===== config.mk =====
export PLATFORM = sky130hd
export DESIGN_NAME = drs_top
export DESIGN_NICKNAME = d
export VERILOG_FILES = /design/src/rtl/drs_pkg.sv /design/src/rtl/drs_regmem.sv /design/src/rtl/drs_top.sv
export VERILOG_INCLUDE_DIRS = /design/src /design/src/rtl
export SDC_FILE = /design/constraint.sdc
export NUM_CORES = 1
export LEC_CHECK = 0
export ABC_AREA = 1
export BUFFER_PORTS_ARGS = -buffer_cell sky130_fd_sc_hd__buf_2
export CAP_MARGIN = 20
export CORE_MARGIN = 2
export CORE_UTILIZATION = 60
export CTS_BUF_LIST = sky130_fd_sc_hd__clkbuf_8
export DETAILED_ROUTE_END_ITERATION = 8
export PLACE_DENSITY = 0.77
export SLEW_MARGIN = 30
export SYNTH_ARGS = -nofsm -noshare
export SYNTH_HDL_FRONTEND = slang
export SYNTH_SLANG_ARGS = --single-unit

===== constraint.sdc =====
create_clock -name clk_sys -period 5.2 [get_ports clk_sys]
set_input_delay 0.52 -clock clk_sys [delete_from_list [all_inputs] [get_ports clk_sys]]
set_output_delay 0.52 -clock clk_sys [all_outputs]
set_load 0.005 [all_outputs]

===== src/rtl/drs_params.svh =====
// Purpose: constants of the readback and status register block
// Assumes: included by the top module only, by its bare name
// Notes:   bit positions count from the frame's least significant bit
`ifndef DRS_PARAMS_SVH
`define DRS_PARAMS_SVH

// serial frame layout
`define DRS_FRAME_BITS      6'd24
`define DRS_PEC_FRAME_BITS  6'd32
`define DRS_CNT_MAX         6'h3F
`define DRS_RW_BIT          23
`define DRS_ADDR_HI_BIT     22
`define DRS_ADDR_LO_BIT     21
`define DRS_SEL_MSB         20
`define DRS_SEL_LSB         16
`define DRS_PEC_POLY        8'h07
`define DRS_OUT_PAD         8'h00

// read select codes
`define DRS_SEL_CTL_BASE    5'h04
`define DRS_SEL_SLEW_BASE   5'h14
`define DRS_SEL_STATUS      5'h18
`define DRS_SEL_MAIN_CTL    5'h19
`define DRS_SEL_DCDC        5'h1A
`define DRS_SEL_NOP         5'h1C
`define DRS_SEL_SW_REG      5'h1D
`define DRS_NOP_WORD        24'h1CE000

// field positions inside register words
`define DRS_SLEW_EN_BIT     12
`define DRS_SLEW_RATE_MSB   6
`define DRS_SLEW_RATE_LSB   3
`define DRS_SLEW_STEP_MSB   2
`define DRS_SLEW_STEP_LSB   0
`define DRS_CTL_CUR_BIT     2
`define DRS_MAIN_STATRD_BIT 12
`define DRS_SW_TOGGLE_BIT   12

// status word: mask of flags that pull the shared fault pin, and flag bit positions
`define DRS_FAULT_MASK      16'h05FF
`define DRS_ST_TOGGLE_BIT   11
`define DRS_ST_PEC_BIT      10
`define DRS_ST_RAMP_BIT     9

`endif


===== src/rtl/drs_pkg.sv =====
// Purpose: types shared by the readback and status register block
// Assumes: nothing
// Notes:   state codes are one-hot
package drs_pkg;
	typedef enum logic [3:0] {
		DRS_ST_IDLE   = 4'h1,
		DRS_ST_FRAME  = 4'h2,
		DRS_ST_DECODE = 4'h4,
		DRS_ST_FETCH  = 4'h8
	} drs_state_t;
endpackage : drs_pkg


===== src/rtl/drs_regmem.sv =====
// Purpose: register storage with one write port and registered read
// Assumes: single clock, synchronous active high reset
// Notes:   read data appear one cycle after rd_en
module drs_regmem #(
	parameter int AW    = 5,
	parameter int DW    = 16,
	parameter int DEPTH = 32
) (
	input  wire logic          clk_sys,
	input  wire logic          reset,
	input  wire logic          wr_en,
	input  wire logic [AW-1:0] wr_addr,
	input  wire logic [DW-1:0] wr_data,
	input  wire logic          rd_en,
	input  wire logic [AW-1:0] rd_addr,
	output logic      [DW-1:0] rd_data
);
	typedef struct packed {
		logic [DEPTH-1:0][DW-1:0] mem;
		logic [DW-1:0]            rd;
	} drs_mem_t;

	drs_mem_t s_q;
	drs_mem_t s_d;

	if (DEPTH > (1 << AW) || DEPTH < 1 || DW < 1) begin : g_bad_geom
		$error("drs_regmem: bad geometry");
	end

	always_comb begin
		s_d = s_q;
		if (wr_en)
			s_d.mem[wr_addr] = wr_data;
		if (rd_en)
			s_d.rd = s_q.mem[rd_addr];
	end

	always_ff @(posedge clk_sys) begin
		if (reset)
			s_q <= '0;
		else
			s_q <= s_d;
	end

	assign rd_data = s_q.rd;
endmodule : drs_regmem


===== src/rtl/drs_top.sv =====
// Purpose: serial readback path, status word and slew settings
// Assumes: host pins asynchronous to clk_sys, sampled by two flops, sclk by three
// Notes:   input bits taken on falling serial clock, output bits follow
module drs_top
	import drs_pkg::*;
#(
	parameter int NUM_CH = 4
) (
	input  wire logic                 clk_sys,
	input  wire logic                 reset,
	input  wire logic                 sclk_pin,
	input  wire logic                 sync_n_pin,
	input  wire logic                 sdin_pin,
	input  wire logic                 target_addr_hi,
	input  wire logic                 target_addr_lo,
	input  wire logic [NUM_CH-1:0]    boost_flag,
	input  wire logic                 over_temp,
	input  wire logic [NUM_CH-1:0]    vout_fault,
	input  wire logic [NUM_CH-1:0]    iout_fault,
	input  wire logic [NUM_CH-1:0]    ramp_busy,
	output logic                      sdo,
	output logic                      sdo_en,
	output logic                      fault_n_out,
	output logic                      fault_n_oe,
	output logic [NUM_CH-1:0]         slew_limit_on,
	output logic [NUM_CH*4-1:0]       slew_update_rate,
	output logic [NUM_CH*3-1:0]       slew_step_size
);
	import drs_pkg::*;
	`include "drs_params.svh"

	localparam int PW = 4 * NUM_CH + 1;

	typedef struct packed {
		logic [2:0]          sclk_s;
		logic [1:0]          sync_s;
		logic [1:0]          sdin_s;
		logic [1:0][1:0]     addr_s;
		logic [1:0][PW-1:0]  det_s;
		drs_state_t          state;
		logic [5:0]          cnt;
		logic [31:0]         in_sr;
		logic [23:0]         out_sr;
		logic                rd_pend;
		logic [4:0]          rd_sel;
		logic [15:0]         out_word;
		logic                stat_sent;
		logic                pec_err;
		logic                user_tgl;
		logic                stat_on_wr;
		logic [NUM_CH-1:0]   cur_mode;
		logic [NUM_CH-1:0]   slew_en;
		logic [NUM_CH*4-1:0] slew_rate;
		logic [NUM_CH*3-1:0] slew_step;
		logic                sdo;
		logic                sdo_en;
		logic                fault_oe;
	} drs_top_t;

	drs_top_t s_q;
	drs_top_t s_d;

	logic        mem_wr;
	logic [4:0]  mem_wa;
	logic [15:0] mem_wd;
	logic        mem_rd;
	logic [15:0] mem_q;
	logic [15:0] status_w;
	logic [23:0] word_w;
	logic [4:0]  sel_w;
	logic        valid_w;
	logic        pec_bad_w;
	logic        match_w;
	logic        is_rd_w;
	logic        is_wr_w;
	logic        fall_w;

	if (NUM_CH != 4) begin : g_bad_ch
		$error("drs_top: exactly four channels supported");
	end

	function automatic logic [7:0] drs_crc8(input logic [23:0] d);
		logic [7:0] c;
		logic       fb;
		c = 8'h00;
		for (int i = 23; i >= 0; i--) begin
			fb = c[7] ^ d[i];
			c  = {c[6:0], 1'b0} ^ (fb ? `DRS_PEC_POLY : 8'h00);
		end
		return c;
	endfunction : drs_crc8

	// detector order in det_s: ramp, iout, vout, over temp, boost
	always_comb begin
		logic [NUM_CH-1:0] bst;
		logic [NUM_CH-1:0] vf;
		logic [NUM_CH-1:0] ifl;
		logic [NUM_CH-1:0] rmp;
		logic              ot;
		{rmp, ifl, vf, ot, bst} = s_q.det_s[1];
		status_w = {bst,
			s_q.user_tgl,
			s_q.pec_err,
			|rmp,
			ot,
			vf,
			ifl | (bst & s_q.cur_mode)};
	end

	always_comb begin
		fall_w    = s_q.sclk_s[2] & ~s_q.sclk_s[1];
		word_w    = (s_q.cnt == `DRS_PEC_FRAME_BITS) ? s_q.in_sr[31:8]
			: s_q.in_sr[23:0];
		sel_w     = word_w[`DRS_SEL_MSB:`DRS_SEL_LSB];
		valid_w   = (s_q.cnt == `DRS_FRAME_BITS)
			|| (s_q.cnt == `DRS_PEC_FRAME_BITS);
		pec_bad_w = (s_q.cnt == `DRS_PEC_FRAME_BITS)
			&& (drs_crc8(word_w) != s_q.in_sr[7:0]);
		match_w   = (word_w[`DRS_ADDR_HI_BIT] == s_q.addr_s[1][1])
			&& (word_w[`DRS_ADDR_LO_BIT] == s_q.addr_s[1][0]);
		is_rd_w   = (s_q.state == DRS_ST_DECODE) && valid_w && !pec_bad_w
			&& match_w && word_w[`DRS_RW_BIT];
		is_wr_w   = (s_q.state == DRS_ST_DECODE) && valid_w && !pec_bad_w
			&& match_w && !word_w[`DRS_RW_BIT];
		// status never stored; read data ignore D15:D0
		mem_wr = is_wr_w && (sel_w != `DRS_SEL_STATUS)
			&& (sel_w <= `DRS_SEL_DCDC);
		mem_wa = sel_w;
		mem_wd = word_w[15:0];
		mem_rd = is_rd_w;
	end

	always_comb begin
		int ch;
		ch = 0;
		s_d = s_q;
		s_d.sclk_s   = {s_q.sclk_s[1:0], sclk_pin};
		s_d.sync_s   = {s_q.sync_s[0], sync_n_pin};
		s_d.sdin_s   = {s_q.sdin_s[0], sdin_pin};
		s_d.addr_s   = {s_q.addr_s[0], {target_addr_hi, target_addr_lo}};
		s_d.det_s    = {s_q.det_s[0],
			{ramp_busy, iout_fault, vout_fault, over_temp, boost_flag}};
		s_d.fault_oe = |(status_w & `DRS_FAULT_MASK);
		case (s_q.state)
			DRS_ST_IDLE: begin
				if (!s_q.sync_s[1]) begin
					s_d.state     = DRS_ST_FRAME;
					s_d.cnt       = 6'h00;
					s_d.stat_sent = 1'b0;
					s_d.sdo_en    = 1'b1;
					if (s_q.stat_on_wr
						|| (s_q.rd_pend && s_q.rd_sel == `DRS_SEL_STATUS)) begin
						s_d.out_sr    = {`DRS_OUT_PAD, status_w};
						s_d.stat_sent = 1'b1;
					end else if (s_q.rd_pend)
						s_d.out_sr = {`DRS_OUT_PAD, s_q.out_word};
					else
						s_d.out_sr = '0;
					s_d.sdo     = s_d.out_sr[23];
					s_d.rd_pend = 1'b0;
				end
			end
			DRS_ST_FRAME: begin
				if (s_q.sync_s[1]) begin
					s_d.state  = DRS_ST_DECODE;
					s_d.sdo_en = 1'b0;
				end else if (fall_w) begin
					s_d.in_sr  = {s_q.in_sr[30:0], s_q.sdin_s[1]};
					s_d.out_sr = {s_q.out_sr[22:0], 1'b0};
					s_d.sdo    = s_q.out_sr[22];
					if (s_q.cnt != `DRS_CNT_MAX)
						s_d.cnt = s_q.cnt + 6'h01;
				end
			end
			DRS_ST_DECODE: begin
				s_d.state = DRS_ST_IDLE;
				if (s_q.stat_sent)
					s_d.pec_err = 1'b0;
				if (valid_w && pec_bad_w)
					s_d.pec_err = 1'b1;
				if (is_rd_w) begin
					s_d.rd_sel = sel_w;
					s_d.state  = DRS_ST_FETCH;
				end
				if (is_wr_w) begin
					ch = int'(sel_w[1:0]);
					if (sel_w[4:2] == `DRS_SEL_SLEW_BASE >> 2) begin
						s_d.slew_en[ch] = word_w[`DRS_SLEW_EN_BIT];
						s_d.slew_rate[ch*4 +: 4] =
							word_w[`DRS_SLEW_RATE_MSB:`DRS_SLEW_RATE_LSB];
						s_d.slew_step[ch*3 +: 3] =
							word_w[`DRS_SLEW_STEP_MSB:`DRS_SLEW_STEP_LSB];
					end
					if (sel_w[4:2] == `DRS_SEL_CTL_BASE >> 2)
						s_d.cur_mode[ch] = word_w[`DRS_CTL_CUR_BIT];
					if (sel_w == `DRS_SEL_MAIN_CTL)
						s_d.stat_on_wr = word_w[`DRS_MAIN_STATRD_BIT];
					if (sel_w == `DRS_SEL_SW_REG)
						s_d.user_tgl = word_w[`DRS_SW_TOGGLE_BIT];
				end
			end
			DRS_ST_FETCH: begin
				s_d.state    = DRS_ST_IDLE;
				s_d.out_word = mem_q;
				s_d.rd_pend  = 1'b1;
			end
			default: s_d.state = DRS_ST_IDLE;
		endcase
	end

	always_ff @(posedge clk_sys) begin
		if (reset) begin
			s_q        <= '0;
			s_q.state  <= DRS_ST_IDLE;
			s_q.sclk_s <= 3'h0;
			s_q.sync_s <= 2'h3;
		end else
			s_q <= s_d;
	end

	drs_regmem #(
		.AW    (5),
		.DW    (16),
		.DEPTH (32)
	) u_mem (
		.clk_sys (clk_sys),
		.reset   (reset),
		.wr_en   (mem_wr),
		.wr_addr (mem_wa),
		.wr_data (mem_wd),
		.rd_en   (mem_rd),
		.rd_addr (sel_w),
		.rd_data (mem_q)
	);

	assign sdo              = s_q.sdo;
	assign sdo_en           = s_q.sdo_en;
	assign fault_n_out      = 1'b0;
	assign fault_n_oe       = s_q.fault_oe;
	assign slew_limit_on    = s_q.slew_en;
	assign slew_update_rate = s_q.slew_rate;
	assign slew_step_size   = s_q.slew_step;
endmodule : drs_top


; ---- Word-level counts from Yosys, hierarchy flattened
; Cells that the tools add are included.
[word_totals]
regBits = 703
latchBits = 0
ramBits = 0
rom_bits = 0
input_bits = 24
elab_cells = 235
n_memories = 0
[classes]
addsub = 3
n_mul = 1
div_mod_pow = 0
magnitude_cmp = 5
eq_ne = 21
shifts = 4
n_mux = 57
bitwise = 51
n_reduce_logical = 35
[op_table]
columns = operator, count
row1 = $bwmux 512, 1
row2 = $xor 8x3->8, 19
row3 = $mux 62, 2
row4 = $bmux 16 s5, 1
row5 = $demux 16 s5, 1
row6 = $mux 3, 24
row7 = $neg 4->33, 2
row8 = $mux 16, 4
row9 = $mux 24, 2
row10 = $pmux 23 s2, 1
row11 = $shift 3x33->12 const A, 1
row12 = $shift 4x33->16 const A, 1
row13 = $shiftx 3x33->12, 1
row14 = $shiftx 4x33->16, 1
row15 = $reduce_and 3->1, 6
row16 = $xor 1x1->1, 18
row17 = $bwmux 16, 1
row18 = $eq 5x5->1 const B, 3
row19 = $logic_and 1x1->1, 13
row20 = $bwmux 12, 1
row21 = $pmux 4 s3, 1
row22 = $pmux 6 s2, 1
row23 = $mux 10, 1
row24 = $ne 2x2->1 const B, 5
row25 = 44 further kinds, 66

; ---- Depth between registers and ports, before layout
[logic_depth]
depth_word = 71
depth_mapped = 35

; ---- Modules after synthesis
; A second synthesis with hierarchy kept.
[unflattened]
cells_unflattened = 4885
area_unflattened_um2 = 32840.2
[by_module_without_submodules]
columns = module, n_inst, cells_each, area_each_um2
row1 = drs_regmem, 1, 3565, 23849.1
row2 = drs_top, 1, 1320, 8991.1

; ---- Worst setup path after synthesis
; Ideal clock, no wire load.
[synth_timing]
kind = flip-flop to flip-flop
start = register s_q[121] (netlist bit)
end = register u_mem.s_q[308] (netlist bit)
setup_time_ps = 113
arrival_ps = 4378
setup_slack_ps = 709
path_stages_with_launch = 34
path_buffers = 7
synth_period_minus_slack_ps = 4491
path_cell_list = dfxtp_1 > inv_1 > ha_1 > buf_2 > buf_2 > nand4_1 > nand2_1 > buf_2 > clkbuf_1 > clkbuf_1 > ha_1 > xor2_1 > nand2_1 > nand2_1 > inv_2 > nand2_1 > nand2_1 > nand2_1 > nand2_1 > nand2_1 > nand2_1 > nand2_1 > nand2_1 > nand3_1 > nor2_1 > nand3_2 > nand2_4 > nand4_4 > nor2_4 > buf_6 > nand2_4 > buf_2 > nor2_1 > nor2_1
[synth_between]
elab_chain_cells = 41
[synth_lines]
columns = element, line_no
row1 = from (decl), drs_top.sv:60  ; drs_top_t s_q;
row2 = $eq 6x6->1 (no source line), n/a
row3 = $mux 24, drs_top.sv:112  ; word_w = (s_q.cnt == `DRS_PEC_FRAME_BITS) ? s_q.in_sr[31:8]
row4 = $xor 1x1->1, drs_top.sv:87  ; fb = c[7] ^ d[i];
row5 = $mux 3, drs_top.sv:88  ; c = {c[6:0], 1'b0} ^ (fb ? `DRS_PEC_POLY : 8'h00);
row6 = $xor 4x3->4, drs_top.sv:88
row7 = $xor 5x3->5, drs_top.sv:88
row8 = $xor 6x3->6, drs_top.sv:88
row9 = $xor 7x3->7, drs_top.sv:88
row10 = [24 not listed], n/a
row11 = $xor 8x3->8, drs_top.sv:88
row12 = $ne 8x8->1, drs_top.sv:118  ; && (drs_crc8(word_w) != s_q.in_sr[7:0]);
row13 = $logic_and 1x1->1, drs_top.sv:117  ; pec_bad_w = (s_q.cnt == `DRS_PEC_FRAME_BITS)
row14 = $logic_not 1->1, drs_top.sv:123  ; is_wr_w = (s_q.state == DRS_ST_DECODE) && valid_w && !pec_bad_w
row15 = $logic_and 1x1->1, drs_top.sv:123
row16 = $logic_and 1x1->1, drs_top.sv:124  ; && match_w && !word_w[`DRS_RW_BIT];
row17 = $logic_and 1x1->1, drs_top.sv:123
row18 = $logic_and 1x1->1 (2 in series), drs_top.sv:126  ; mem_wr = is_wr_w && (sel_w != `DRS_SEL_STATUS)
row19 = to (signal assigned), drs_regmem.sv:40  ; s_q <= '0;
row20 = to (signal assigned), drs_regmem.sv:42  ; s_q <= s_d;
row21 = to (decl), drs_regmem.sv:23  ; drs_mem_t s_q;
; Several ways; a longest one is shown, not always the timed one.
; A chain may end at the register's enable or synchronous reset.

; ---- Worst setup path in the final report
[layout_timing]
start = register s_q[121] (netlist bit)
end = register u_mem.s_q[208] (netlist bit)
; The elaborated chain is that of the path after synthesis.

==> impl_metrics.env <==
export IMPL_synth_edf_count=0
export IMPL_routedWlPerCell_microns=16.0
export IMPL_drt_total_wl_microns=98200
export IMPL_num_vias=33011
export IMPL_slowest_stage="o21ai_4"
export IMPL_die_height_microns=243
export IMPL_grt_pass1_wl_microns=157000
export IMPL_status="finished, final reports clean"
export IMPL_irDropWorstVdd_v=0.000224
export IMPL_postSynthCellCount=5389
export IMPL_r2r_start="s_q[121]"
export IMPL_leakage_uw=0.0195
export IMPL_syn2layout_area_growth_pct=8.90
export IMPL_fin_nets=5318
export IMPL_switchingPower_uw=2470
export IMPL_cp_arrival_ns=5.52
export IMPL_drtPass1Iterations=6
export IMPL_synth_cell_type_count=48
export IMPL_placed_area_sq_mm=0.0346
export IMPL_syn_nets=5427
export IMPL_clock_root_buffer="clkbuf_8"
export IMPL_grt_antenna_before_repair=1
export IMPL_final_cell_mix="nor2_1 (1377), nand2_1 (1246), dfxtp_1 (703)"
export IMPL_clk_pin_slew_ns=0.07
export IMPL_layout_min_cycle_time_ns=4.82
export IMPL_multi_input_area_sq_mm=0.0164
export IMPL_p_comb_share_pct=1.9
export IMPL_gp_congestion=0.932
export IMPL_crit_fanout=28
export IMPL_top_layer="met4"
export IMPL_cts_path_max_buffers=3
export IMPL_wl_met3_microns=7880
export IMPL_r2r_setup_slack_ns=0.38
export IMPL_die_area_sq_mm=0.0591
export IMPL_powerDensity_mw_per_mm2=287
export IMPL_fin_tns_setup_ns=0
export IMPL_fmaxAchievable_ghz=0.207
export IMPL_start_util_pct=60.8
export IMPL_final_cell_area_sq_mm=0.0374
export IMPL_syn_cell_area_sq_mm=0.0343
export IMPL_drv_cap=0
export IMPL_cp_slowest_stage_delay_ns=0.57
export IMPL_final_common_cell="nor2_1"
export IMPL_clock_skew_final_ns=0.0467
export IMPL_worstSetupEndpointType="flip-flop"
export IMPL_synthArstFlopShare_pct=0
export IMPL_grt_usage_pct=32.5
export IMPL_die_w_microns=243
export IMPL_slew_headroom_pct=28.4
export IMPL_htree_levels=3
export IMPL_drive_above_1_share_pct=7.59
export IMPL_viasPerCell=5.38
export IMPL_register_area_sq_mm=0.0141
export IMPL_drc_errors=0
export IMPL_grt_pass1_vias=29903
export IMPL_worstSetupPathType="flip-flop to flip-flop"
export IMPL_power_share_clock_pct=47.7
export IMPL_core_area_sq_mm=0.0565
export IMPL_met1_length_microns=42300
export IMPL_min_period_over_period_pct=92.7
export IMPL_min_delay_start="s_d[163]"
export IMPL_slew_viol_final=0
export IMPL_cp_common_cell="nand2_1"
export IMPL_hp_class="flip-flop to flip-flop"
export IMPL_cts_sinks=703
export IMPL_sw_frac_of_total_pct=23.0
export IMPL_rsz0062_at_grt="true"
export IMPL_start_kind="flip-flop"
export IMPL_rows=87
export IMPL_fillers=5118
export IMPL_synth_area_per_cell_sq_um=6.37
export IMPL_portBuffers=58
export IMPL_power_frac_seq_pct=50.5
export IMPL_ys_flop_type="dfxtp_1"
export IMPL_cts_made_buffers=115
export IMPL_detail_route_antenna_nets=0
export IMPL_final_util_pct=66.2
export IMPL_grt_overflow=0
export IMPL_io_pins=60
export IMPL_grt_max_degree=188
export IMPL_worst_slew_pin_slew_ns=1.07
export IMPL_cp_data_required_time_ns=5.90
export IMPL_reg2regPathDepth=25
export IMPL_drtIter0Drc=3630
export IMPL_setup_violations=0
export IMPL_ys_ff_latch=703
export IMPL_yosysWarnings=0
export IMPL_min_path_cells=2
export IMPL_post_dp_hpwl_microns=57700
export IMPL_cts_tree="yes"
export IMPL_intPower_uw=8260
export IMPL_wl_met2_microns=44200
export IMPL_hold_end="s_q[163]"
export IMPL_yosysSeqAreaShare_pct=41.0
export IMPL_hold_viol=0
export IMPL_reg2reg_to="u_mem.s_q[208]"
export IMPL_insertion_delay_ns=0.76
flip-flops by register name (all words and copies together), names as in the netlist:
signal / flops
u_mem.s_q: 512
s_q: 117
s_d: 23
slew_update_rate: 16
u_mem.rd_data: 16
slew_step_size: 12
slew_limit_on: 4
fault_n_oe: 1
sdo: 1
sdo_en: 1
kinds of logic after synthesis:
group | after synthesis | share of synthesized area (%)
DFF | 703 | 41.0
AOI/OAI and AO/OA | 649 | 11.2
adders and majority gates | 14 | 0.510
xor gates and xnor gates | 6 | 0.153
and+or+nand+nor | 3031 | 35.4
buffers and inverters | 985 | 11.7
other | 1 | 0.0109
per-layer routing:
metal	track usage (%)	vias to the layer above
met5	0	-
met2	52.7	1280
met1	43.2	15033
li1	-	16470
met4	13.8	0
met3	4.81	228
metrics by stage:
step	setup WS, ns	cells	total power, uW	hold slack [ns]
detailed placement	-0.142	5885	5720	0.392
global placement	-0.0263	5884	5710	0.393
floorplan	0.709	5389	5670	0.388
finish	0.378	6131	10700	0.396
global route	-0.0628	6131	11100	0.394
CTS	-0.00622	6118	10800	0.355
synthesized netlist by cell type, types with 10 or more instances:
cell type	number	area, sq um
ha_1	14	175
buf_6	17	191
nor2_1	1381	5180
nand3_1	272	1360
nand2_4	13	146
a21oi_1	142	711
inv_1	587	2200
a31oi_1	12	75.1
buf_4	34	255
o21ai_2	10	87.6
dfxtp_1	703	14100
nand2_1	1249	4690
buf_1	40	150
o21ai_0	330	1650
nor3_1	21	105
clkbuf_1	259	972
nand4_1	33	206
buf_2	38	190
o311ai_0	27	236
nand2_2	33	206
o221ai_1	99	867
area by class of cell:
| class | count | share of cell area, % |
|---|---|---|
| diodes | 2 | 0.0134 |
| clock buffers | 148 | 5.45 |
| clock inverters | 62 | 1.14 |
| inverters | 594 | 6.00 |
| multi-input cells | 3703 | 43.9 |
| flip-flops and latches | 703 | 37.6 |
| well taps | 756 | 2.53 |
| repair buffers | 163 | 3.27 |
worst max-delay path, delay by kind of cell, from the launching register on:
family,cells,cell delay (ns)
AOI/OAI and AO/OA,1,0.57
DFF,1,0.32
adders and majority gates,1,0.22
buffers and inverters,4,0.70
and+or+nand+nor,19,2.95
worst max path at each step:
stage,startpoint,cells after the start,endpoint
3_5_place_dp,s_q[121],25,u_mem.s_q[61]
3_3_place_gp,s_q[121],25,u_mem.s_q[49]
5_1_grt,s_q[121],25,u_mem.s_q[24]
6_report,s_q[121],25,u_mem.s_q[208]
2_1_floorplan,s_q[121],33,u_mem.s_q[308]
4_1_cts,s_q[121],25,u_mem.s_q[32]
repair_timing:
item,4_1_cts,5_1_grt
hold buffers,22,0
setup buffers,0,10
cloned,1,1
pin swaps,1,2
resized for setup,0,10
setup endpoints to repair,64,354
hold endpoints to repair,22,0
power by group through the flow:
stage          Clock (uW)  Sequential, uW  Combinational, uW
2_1_floorplan           0            5530                136
3_3_place_gp            0            5530                181
3_5_place_dp            0            5530                183
4_1_cts              5170            5420                196
5_1_grt              5430            5410                221
6_report             5120            5420                200
(Power assumes the default switching activity.)
